--- src/can_mode_regs.svh ---
// Register offsets, field positions, reset values and timing counts of the mode controller
`ifndef CAN_MODE_REGS_SVH
`define CAN_MODE_REGS_SVH

`define MCR_OFFSET        12'h000
`define MSR_OFFSET        12'h004
`define BTR_OFFSET        12'h01c
`define FMR_OFFSET        12'h200
`define FAR_OFFSET        12'h21c

`define MCR_INIT_BIT      0
`define MCR_SLEEP_BIT     1
`define MCR_OPT_LSB       2
`define MCR_OPT_MSB       7
`define MSR_INIT_ACK_BIT  0
`define MSR_SLEEP_ACK_BIT 1
`define MSR_RX_BIT        2
`define FMR_FILT_INIT_BIT 0

`define MCR_RESET         32'h0000_0002
`define BTR_RESET         32'h0123_0000
`define FMR_RESET         32'h0000_0001
`define FAR_RESET         32'h0000_0000

`define IDLE_BITS         11
`define BIT_PRESC_MSB     9
`define BIT_SEG_LSB       16
`define BIT_SEG_MSB       22

`endif

--- src/can_mode_pkg.sv ---
// Types shared by the mode controller
package can_mode_pkg;
    typedef enum logic [1:0] {
        MODE_SLEEP = 2'b00,
        MODE_INIT  = 2'b01,
        MODE_SYNC  = 2'b10,
        MODE_NORM  = 2'b11
    } mode_e;

    typedef struct packed {
        logic        psel;
        logic        penable;
        logic        pwrite;
        logic [11:0] paddr;
        logic [31:0] pwdata;
    } apb_req_s;

    typedef struct packed {
        logic        pready;
        logic        pslverr;
        logic [31:0] prdata;
    } apb_rsp_s;

    typedef struct packed {
        logic tx_en;
        logic rx_en;
    } traffic_s;
endpackage : can_mode_pkg

--- src/can_mode_control.sv ---
// Operating-mode controller: sleep, initialization and normal, with bus-idle synchronisation
// Overview of operation
// - After reset the controller sits in sleep mode with the transmit pull-up on.
// - Software asks for initialization or sleep through the two request bits of the control register.
// - On really entering a mode the controller sets its acknowledge flag and turns the pull-up off.
// - Normal mode holds exactly while both acknowledge flags are clear.
// - Normal mode is entered only after 11 consecutive recessive bits on the receive pin.
// - Software clears the init request to leave; the mode is left once hardware clears the acknowledge.
// - In initialization mode no traffic passes and the transmit pin is held recessive.
// - Entering initialization mode leaves all configuration registers untouched.
// - While the filter init bit is 1 no message is received.
//
// The APB interface to the registers and the address map were left to the implementer.
`include "can_mode_regs.svh"

module can_mode_control #(
    parameter int BANKS = 28
) (
    input  wire logic                    mclk,
    input  wire logic                    reset_n,
    input  wire can_mode_pkg::apb_req_s  apb_req,
    output can_mode_pkg::apb_rsp_s       apb_rsp,
    input  wire logic                    bus_rx_in,
    input  wire logic                    core_tx_bit,
    output logic                         bus_tx_out,
    output logic                         bus_tx_pullup,
    output can_mode_pkg::traffic_s       traffic,
    output logic [BANKS-1:0]             filter_active
);
    import can_mode_pkg::*;

    // ************************************************************
    // Register storage and APB decode
    // ************************************************************
    logic [31:0] mcr_r;
    logic [31:0] btr_r;
    logic [31:0] fmr_r;
    logic [31:0] far_r;
    logic [31:0] rdata_r;
    mode_e       mode_r;
    mode_e       mode_nxt;
    logic        pullup_r;

    wire logic wr_en   = apb_req.psel && apb_req.penable && apb_req.pwrite;
    wire logic rd_en   = apb_req.psel && !apb_req.penable && !apb_req.pwrite;
    wire logic hit_mcr = apb_req.paddr == `MCR_OFFSET;
    wire logic hit_msr = apb_req.paddr == `MSR_OFFSET;
    wire logic hit_btr = apb_req.paddr == `BTR_OFFSET;
    wire logic hit_fmr = apb_req.paddr == `FMR_OFFSET;
    wire logic hit_far = apb_req.paddr == `FAR_OFFSET;
    wire logic hit_any = hit_mcr | hit_msr | hit_btr | hit_fmr | hit_far;

    wire logic init_req  = mcr_r[`MCR_INIT_BIT];
    wire logic sleep_req = mcr_r[`MCR_SLEEP_BIT];
    wire logic filter_init_mode = fmr_r[`FMR_FILT_INIT_BIT];
    wire logic init_ack  = (mode_r == MODE_INIT) || (mode_r == MODE_SYNC);
    wire logic sleep_ack = mode_r == MODE_SLEEP;
    wire logic in_normal = !init_ack && !sleep_ack;

    // ************************************************************
    // Receive pin synchroniser
    // ************************************************************
    logic rx_meta_r;
    logic rx_sync_r;

    always_ff @(posedge mclk) begin
        rx_meta_r <= bus_rx_in;
        rx_sync_r <= rx_meta_r;
    end

    // ************************************************************
    // Bit-time divider and idle counter
    // ************************************************************
    // Bit time from the timing register: (prescaler+1) * (segments+1) clocks
    wire logic [9:0]  presc = btr_r[`BIT_PRESC_MSB:0];
    wire logic [6:0]  segs  = btr_r[`BIT_SEG_MSB:`BIT_SEG_LSB];
    // Widened before the product so the longest bit time cannot wrap
    wire logic [17:0] bit_len = (18'(presc) + 18'h1) * (18'(segs) + 18'h1);
    logic [17:0] bit_cnt_r;
    logic [3:0]  idle_cnt_r;
    wire logic   bit_tick = bit_cnt_r >= bit_len - 18'h1;
    wire logic   idle_done = idle_cnt_r == 4'(`IDLE_BITS);

    always_ff @(posedge mclk) begin
        if (!reset_n || mode_r != MODE_SYNC || bit_tick) begin
            bit_cnt_r <= 18'h0;
        end else begin
            bit_cnt_r <= bit_cnt_r + 18'h1;
        end
    end

    // Any dominant sample restarts the count of recessive bits
    always_ff @(posedge mclk) begin
        if (!reset_n || mode_r != MODE_SYNC || !rx_sync_r) begin
            idle_cnt_r <= 4'h0;
        end else if (bit_tick && !idle_done) begin
            idle_cnt_r <= idle_cnt_r + 4'h1;
        end
    end

    // ************************************************************
    // Mode machine
    // ************************************************************
    // Init request takes priority over sleep when both are set
    always_comb begin
        mode_nxt = mode_r;
        unique case (mode_r)
            MODE_SLEEP: if (init_req) mode_nxt = MODE_INIT;
                        else if (!sleep_req) mode_nxt = MODE_SYNC;
            MODE_INIT:  if (!init_req) mode_nxt = sleep_req ? MODE_SLEEP : MODE_SYNC;
            MODE_SYNC:  if (init_req) mode_nxt = MODE_INIT;
                        else if (sleep_req) mode_nxt = MODE_SLEEP;
                        else if (idle_done) mode_nxt = MODE_NORM;
            MODE_NORM:  if (init_req) mode_nxt = MODE_INIT;
                        else if (sleep_req) mode_nxt = MODE_SLEEP;
        endcase
    end

    always_ff @(posedge mclk) begin
        if (!reset_n) begin
            mode_r <= MODE_SLEEP;
        end else begin
            mode_r <= mode_nxt;
        end
    end

    // Pull-up stays only until the controller first leaves its reset sleep
    always_ff @(posedge mclk) begin
        if (!reset_n) begin
            pullup_r <= 1'b1;
        end else if (mode_nxt != MODE_SLEEP) begin
            pullup_r <= 1'b0;
        end
    end

    // ************************************************************
    // Register writes and read data
    // ************************************************************
    // Mode changes touch no configuration register
    always_ff @(posedge mclk) begin
        if (!reset_n) begin
            mcr_r <= `MCR_RESET;
            btr_r <= `BTR_RESET;
            fmr_r <= `FMR_RESET;
            far_r <= `FAR_RESET;
        end else if (wr_en) begin
            if (hit_mcr) mcr_r <= {24'h0, apb_req.pwdata[`MCR_OPT_MSB:0]};
            if (hit_btr && init_ack) btr_r <= apb_req.pwdata;
            if (hit_fmr) fmr_r <= {31'h0, apb_req.pwdata[`FMR_FILT_INIT_BIT]};
            if (hit_far) far_r <= {{(32-BANKS){1'b0}}, apb_req.pwdata[BANKS-1:0]};
        end
    end

    wire logic [31:0] msr_val = {29'h0, rx_sync_r, sleep_ack, init_ack};
    wire logic [31:0] rd_mux  = hit_mcr ? mcr_r :
                                hit_msr ? msr_val :
                                hit_btr ? btr_r :
                                hit_fmr ? fmr_r :
                                hit_far ? far_r : 32'h0;

    always_ff @(posedge mclk) begin
        if (!reset_n) begin
            rdata_r <= 32'h0;
        end else if (rd_en) begin
            rdata_r <= rd_mux;
        end
    end

    assign apb_rsp.pready  = 1'b1;
    assign apb_rsp.pslverr = apb_req.psel && apb_req.penable && !hit_any;
    assign apb_rsp.prdata  = rdata_r;

    // ************************************************************
    // Pin and traffic control
    // ************************************************************
    // Top option bit lets software drop the pull-up while still asleep
    assign bus_tx_pullup   = pullup_r && !mcr_r[`MCR_OPT_MSB];
    assign bus_tx_out      = in_normal ? core_tx_bit : 1'b1;
    assign traffic.tx_en   = in_normal;
    assign traffic.rx_en   = in_normal && !filter_init_mode;
    assign filter_active   = far_r[BANKS-1:0];

    // ************************************************************
    // Checks
    // ************************************************************
    normal_exact_a: assert property (@(posedge mclk) disable iff (!reset_n)
        traffic.tx_en == (!msr_val[0] && !msr_val[1])) else $error("normal flag mismatch");
    init_recessive_a: assert property (@(posedge mclk) disable iff (!reset_n)
        init_ack |-> bus_tx_out && !traffic.tx_en) else $error("tx not recessive in init");
    filter_rx_a: assert property (@(posedge mclk) disable iff (!reset_n)
        filter_init_mode |-> !traffic.rx_en) else $error("rx during filter init");
    sync_needed_a: assert property (@(posedge mclk) disable iff (!reset_n)
        $rose(in_normal) |-> $past(idle_cnt_r) == 4'(`IDLE_BITS)) else $error("normal before idle");
    init_enter_a: assert property (@(posedge mclk) disable iff (!reset_n)
        init_req && !init_ack |=> init_ack) else $error("init not acknowledged");
    ack_hold_a: assert property (@(posedge mclk) disable iff (!reset_n)
        $fell(init_req) && !sleep_req |=> init_ack) else $error("init ack dropped early");
    reset_sleep_a: assert property (@(posedge mclk)
        !reset_n |=> sleep_ack && bus_tx_pullup) else $error("not asleep after reset");
    btr_keep_a: assert property (@(posedge mclk) disable iff (!reset_n)
        !init_ack |=> $stable(btr_r)) else $error("timing changed outside init");
    sleep_enter_a: assert property (@(posedge mclk) disable iff (!reset_n)
        sleep_req && !init_req && !sleep_ack |=> sleep_ack) else $error("sleep not acknowledged");
    pullup_off_a: assert property (@(posedge mclk) disable iff (!reset_n)
        !sleep_ack |-> !bus_tx_pullup) else $error("pull-up on outside sleep");
    sleep_pullup_a: assert property (@(posedge mclk) disable iff (!reset_n)
        $rose(sleep_ack) |-> !bus_tx_pullup) else $error("pull-up on in requested sleep");
    idle_restart_a: assert property (@(posedge mclk) disable iff (!reset_n)
        mode_r == MODE_SYNC && !rx_sync_r |=> idle_cnt_r == 4'h0) else $error("idle count kept a dominant bit");
    rx_gate_a: assert property (@(posedge mclk) disable iff (!reset_n)
        !in_normal |-> !traffic.rx_en) else $error("rx enabled outside normal");

    cov_normal_c: cover property (@(posedge mclk) $rose(in_normal));
    cov_abort_c: cover property (@(posedge mclk) mode_r == MODE_SYNC ##1 mode_r == MODE_SLEEP);
    cov_init_c: cover property (@(posedge mclk) $rose(init_ack) && !$past(sleep_ack));
    cov_sleep_c: cover property (@(posedge mclk) reset_n && $rose(sleep_ack));
endmodule : can_mode_control

--- config.mk ---
export PLATFORM = sky130hd
export DESIGN_NAME = can_mode_control
export DESIGN_NICKNAME = d
export VERILOG_FILES = /design/src/can_mode_pkg.sv /design/src/can_mode_control.sv
export VERILOG_INCLUDE_DIRS = /design/src
export SDC_FILE = /design/constraint.sdc
export NUM_CORES = 1
export LEC_CHECK = 0
export BUFFER_PORTS_ARGS = -buffer_cell sky130_fd_sc_hd__buf_2
export CAP_MARGIN = 40
export CORE_ASPECT_RATIO = 1.25
export CORE_MARGIN = 4
export CORE_UTILIZATION = 40
export CTS_CLUSTER_SIZE = 16
export DETAILED_ROUTE_END_ITERATION = 7
export SLEW_MARGIN = 20
export SYNTH_ARGS = -nofsm -noshare
export SYNTH_HDL_FRONTEND = slang
export SYNTH_SLANG_ARGS = --single-unit
--- constraint.sdc ---
create_clock -name mclk -period 17.8 [get_ports mclk]
set_clock_uncertainty 0.2 [all_clocks]
set_input_delay 0.89 -clock mclk [delete_from_list [all_inputs] [get_ports mclk]]
set_output_delay 0.89 -clock mclk [all_outputs]
set_load 0.03 [all_outputs]
# --- Word-level counts from Yosys, hierarchy flattened ---
# Index checks and enable logic that the tools add are counted.
totals:
  output_inout_bits: 66
  inputBits: 51
  register_bits: 128
classes:
  magnitude_cmp: 1
  reduce_logical: 31
  addsub: 5
  n_eq_ne: 9
  muxes: 16
  n_bitwise: 4
  mul: 1
ops:
  columns: ["cell", "n"]
  rows:
  - ["two-way mux 32 bit", 3]
  - ["two-way mux 28 bit", 2]
  - ["equality test 12 x 10 -> 1 bit (second input constant)", 2]
  - ["adder 18 x 1 -> 18 bit (second input constant)", 1]
  - ["greater-or-equal comparator 18 bit", 1]
  - ["multiplier 11 x 8 -> 18 bit", 1]
  - ["two-way mux 2 bit", 9]
  - ["subtractor 18 x 1 -> 18 bit (second input constant)", 1]
  - ["equality test 12 x 3 -> 1 bit (second input constant)", 1]
  - ["equality test 12 x 5 -> 1 bit (second input constant)", 1]
  - ["zero test 12 bit", 1]
  - ["adder 10 x 1 -> 11 bit (second input constant)", 1]
  - ["logical AND 1 bit", 10]
  - ["zero test 1 bit", 10]
  - ["adder 7 x 1 -> 8 bit (second input constant)", 1]
  - ["one-hot mux 2 bit (4 select lines)", 1]
  - ["AND reduction 2 bit", 4]
  - ["adder 4 x 1 -> 4 bit (second input constant)", 1]
  - ["equality test 2 bit (second input constant)", 2]
  - ["equality test 4 bit (second input constant)", 1]
  - ["logical OR 1 bit", 4]
  - ["bitwise OR 1 bit", 4]
  - ["equality test 2 x 1 -> 1 bit (second input constant)", 1]
  - ["zero test 2 bit", 1]
  - ["other kinds (3)", 3]

# --- Depth between registers and ports, before layout ---
logic_depth:
  ltp_word: 7
  mapped_depth: 29
  ltp_nobuf: 27

# --- Least setup slack after synthesis ---
# OpenSTA, ideal clock, no wires.
synth_timing:
  path_kind: "reg-to-reg"
  start: "reg btr_r[3]"
  end: "reg bit_cnt_r[10]"
  setup_slack_ns: 10.953
  stages_incl_launch_ff: 28
  path_buffers: 3
  arrival_ns: 6.519
  synth_period_minus_slack_ns: 6.847
  t_required_ns: 17.472
  setup_ns: 0.128
  cell_sequence: "dfxtp_1 -> clkbuf_1 -> nand3_1 -> nor2_1 -> nand3_1 -> xnor2_1 -> nand2_1 -> fa_1 -> inv_1 -> fa_1 -> fa_1 -> inv_1 -> fa_1 -> inv_1 -> ha_1 -> nand4_1 -> or3_1 -> a31oi_1 -> a21oi_1 -> o21ai_0 -> xnor2_1 -> ha_1 -> nand4_1 -> a311oi_1 -> or3_1 -> clkbuf_1 -> buf_1 -> nor2_1"
synth_between:
  elab_chain_len: 5
synth_rtl:
  columns: ["element", "line", "text"]
  rows:
  - ["start: declaration", "can_mode_control.sv:36", "logic [31:0] btr_r;"]
  - ["start signal: assignment", "can_mode_control.sv:143", "btr_r <= `BTR_RESET;"]
  - ["start signal: assignment", "can_mode_control.sv:148", "if (hit_btr && init_ack) btr_r <= apb_req.pwdata;"]
  - ["adder 10 x 1 -> 11 bit", "can_mode_control.sv:78", "wire logic [17:0] bit_len = (18'(presc) + 18'h1) * (18'(segs) + 18'h1);"]
  - ["multiplier 11 x 8 -> 18 bit", "can_mode_control.sv:78", null]
  - ["subtractor 18 x 1 -> 18 bit", "can_mode_control.sv:81", "wire logic bit_tick = bit_cnt_r >= bit_len - 18'h1;"]
  - ["greater-or-equal comparator 18 bit", "can_mode_control.sv:81", null]
  - ["logical OR 1 bit", "can_mode_control.sv:85", "if (!reset_n || mode_r != MODE_SYNC || bit_tick) begin"]
  - ["end signal: assignment", "can_mode_control.sv:88", "bit_cnt_r <= bit_cnt_r + 18'h1;"]
  - ["end: declaration", "can_mode_control.sv:79", "logic [17:0] bit_cnt_r;"]
# Every way passes these cells.
# A chain may end at the register's enable or synchronous reset.

# --- Final worst setup path ---
layout_timing:
  start: "reg btr_r[0]"
  end: "reg bit_cnt_r[9]"
# Same word-level chain as after synthesis.

==> impl_results.md <==
* Count leader, synth: nand2_1
* Area grow syn2layout at 15.2%
* Worst setup EP type: flop
* Global-route wire length before repair at about 38 mm
* Async S/R FF share, synth at 0%
* Status: finished clean
* Leak at about 4.7 nW
* Largest net degree at the start of global routing at slightly below 100
* Period utilization at approximately 43%
* Routability cong. at between 0.8 and 0.9
* Flop pwr share at a little over two fifths
* Combinational share of power at ~4.1%
* Initial antenna violation count at 2
* EDFF count, synth at 0
* Crit-path max FO at 18
* DR vias at 7448
* Initial core utilization at 40.6%
* Port buffer count at between 100 and 150
* Die area at 25000 um^2
* R2R depth at 25
* Resized Gates After CTS at 0
* RR Endpoint: bit_cnt_r[9]$_SDFF_PP0_
* Top cell type's share of synthesized area at between 20% and 30%
* Remaining antenna violation count after routing at 0
* Synthesized flop and latch total at between 100 and 150
* Worst-skew pair later-pin latency at about 430 ps
* Wirelength, routed at about 22 mm
* Main flop type after synthesis: dfxtp_1
* Synth unique cells at 54
* Num ports at approximately 120
* CTS Buf Count at 17
* Mapped Avg Cell Area at just over 8 um^2
* Post-CTS setup-driven buffer insertion count at 0
* Worst min path class: flop to flop
* Clock Path Buffers at 2
* Synth Net Count at around 1.3k
* Vias in the first global route at 7625
* Die extent in y at ~180 um
* Reg2reg setup slack at between 10000 and 15000 ps
* Syn Inst Count at around 1.1k
* # H-tree levels at 4
* Final setup TNS at 0 ps
* CTS Sinks at 128
* Post-synth top cells: nand2_1, dfxtp_1, inv_1, ha_1, a21boi_0
* Placed insts at approximately 1.4k
* Worst Max-Slew Pin Slew at 855 ps
* First-pass DRT Iterations at 5
* Peak supply drop at slightly above 0.00006 V
* Total Routing Usage GR at 18.4%
* Reg clk slew, reported paths at approximately 70 ps
* Switching Power at around 0.00018 W
* Die width at 142 um
* Worst rel slew slack at between 40% and 50%
* Critical path type: flop to flop
* Initial DRC Count at between 300 and 400
* CP endpoint: bit_cnt_r[9]$_SDFF_PP0_
* Post-Layout Cell Count at around 1.5k
* Mapped cell area at 9020 um^2
* RSZ-0062 raised after global routing: false
* Root Buffer: clkbuf_16
* CORE AREA at 22200 um^2
* Detail Placement HPWL at 16.6 mm
* Grt ovf at 0
* Internal at ~0.0005 W
* Pwr/cell area at around 66 nW/um^2
* Top post-synthesis cells by area: dfxtp_1, fa_1, nand2_1, ha_1, a21boi_0
* CTS tree: done
* Row count at 61
* Hold-fix buffers at CTS at 0
* Syn. warnings at 0
* Drt drc at 0
* Share of cells above drive strength 1 at between 15 and 20%
* Final Slew Violations at 0
* Fin nets at roughly 1.4k
* Setup crit start: btr_r[0]$_SDFFE_PN0P_
* Switching part of the total at between 20% and 30%
* Fmax at roughly 130 MHz
* Register area share after synthesis at between 20 and 30%
* Avg Vias per Cell at between 5 and 6
* Min Tclk post-route at 7680 ps
* WP data required at roughly 18000 ps
* Synth area leader: dfxtp_1
* Crit path launch type: flop
* Routed len/inst at ~15 um
* Clock power share at ~53%
* RR Startpoint: btr_r[0]$_SDFFE_PN0P_
* Max Cap Viol at 0
* CP arrival at a little under 8000 ps
* Final setup fails at 0
* Final Hold Violating Endpoints at 0
* Ant. Diodes at 0
## final cells by class
class / count / area, um^2
clock buffers: 17 / 425
repair buffers: 124 / 643
clock inverters: 15 / 168
fillers: 2186 / 11800
multi-input cells: 795 / 5820
flip-flops and latches: 128 / 2560
well taps: 283 / 354
inverters: 111 / 417
## logic make-up (layout without fill, tap and decap cells)
kind of cell,Yosys count,in the layout,share of synthesized area (%)
adders and majority gates,126,126,22.4
muxes,26,26,3.06
xor gates and xnor gates,53,53,5.14
buffers and inverters,165,267,7.20
AOI/OAI and AO/OA,156,156,12.0
DFF,128,128,28.4
and+or+nand+nor,433,433,21.7
other,1,1,0.0416
## critical path, cell delays in order (launching register included)
cell      delay [ps]
dfxtp_1          590
ha_1             280
nand2_1           60
nor2_1           280
nand3_1          140
xnor2_1          540
nand2b_1         160
fa_1             510
inv_1             50
fa_1             470
fa_1             500
inv_1             60
fa_1             520
inv_1             40
ha_1             380
nand4_1          100
or3_1            320
a31oi_1          300
a21oi_1          100
o21ai_0          200
xnor2_1          100
ha_1             320
nand4_1          110
a311oi_1         510
or3_1            580
nor2_1           110
## metal layers
layer | track usage, % | up-vias | wire length [um]
met5 | 0 | - | 21
met2 | 32.7 | 190 | 11200
li1 | - | 3713 | -
met1 | 22.0 | 3510 | 9490
met4 | 4.52 | 4 | 297
met3 | 4.98 | 31 | 1360
## sequential cells by signal (all words and copies together), names as in the netlist
name        flops
mode_r          2
pullup_r        1
rdata_r        32
btr_r          32
bit_cnt_r      18
rx_meta_r       1
far_r          28
rx_sync_r       1
mcr_r           8
idle_cnt_r      4
fmr_r           1
## power by group through the flow
stage / Combinational, W / Sequential [W] / Clock (W)
after global placement: 0.0000281 / 0.000296 / 0
final: 0.0000282 / 0.000290 / 0.000364
after global routing: 0.0000309 / 0.000290 / 0.000383
after CTS: 0.0000284 / 0.000289 / 0.000372
after floorplan: 0.0000149 / 0.000297 / 0
after detailed placement: 0.0000283 / 0.000296 / 0
## placed cells by master, fill, tap and decap left out, types with 3 or more instances in the layout
cell and n:
xor2_1 31, a21o_1 3, nand2b_1 20, dfxtp_1 128, nand4_1 8, o21bai_1 3, a21oi_1 24, mux2i_1 13
nor2b_1 18, a21boi_0 64, buf_4 8, xnor2_1 22, ha_1 67, a22oi_1 13, and3_1 12, clkbuf_16 17
a21boi_1 3, o2111ai_1 3, o21ai_0 18, inv_6 5, inv_1 111, or3_1 3, nand2_1 235, nor2_1 58
buf_2 115, inv_8 5, nor3_1 6, nor3b_1 6, nand3_1 38, fa_1 59, mux2_2 13, and2_1 14
a221oi_1 6, a31oi_1 4
## stage by stage
step	hold slack [ps]	setup slack, ps	power, W	utilization, %	instance area, um^2
after floorplan	110	10950	0.000312	-	9020
after global placement	120	10330	0.000324	44.1	9790
after detailed placement	123	10060	0.000324	44.1	9790
after CTS	141	10060	0.000690	46.7	10400
after global routing	155	9380	0.000704	46.8	10400
final	139	10120	0.000682	46.8	10400
## how the worst min path moves through the flow
stage                       from                 to  slack, ps  depth (start not counted)
2_1_floorplan  rx_meta_r$_DFF_P_  rx_sync_r$_DFF_P_        110                          0
3_3_place_gp   rx_meta_r$_DFF_P_  rx_sync_r$_DFF_P_        120                          0
3_5_place_dp   rx_meta_r$_DFF_P_  rx_sync_r$_DFF_P_        120                          0
4_1_cts        rx_meta_r$_DFF_P_  rx_sync_r$_DFF_P_        140                          0
5_1_grt        rx_meta_r$_DFF_P_  rx_sync_r$_DFF_P_        160                          0
6_report       rx_meta_r$_DFF_P_  rx_sync_r$_DFF_P_        140                          0
Power figures use the tool's default switching activity.
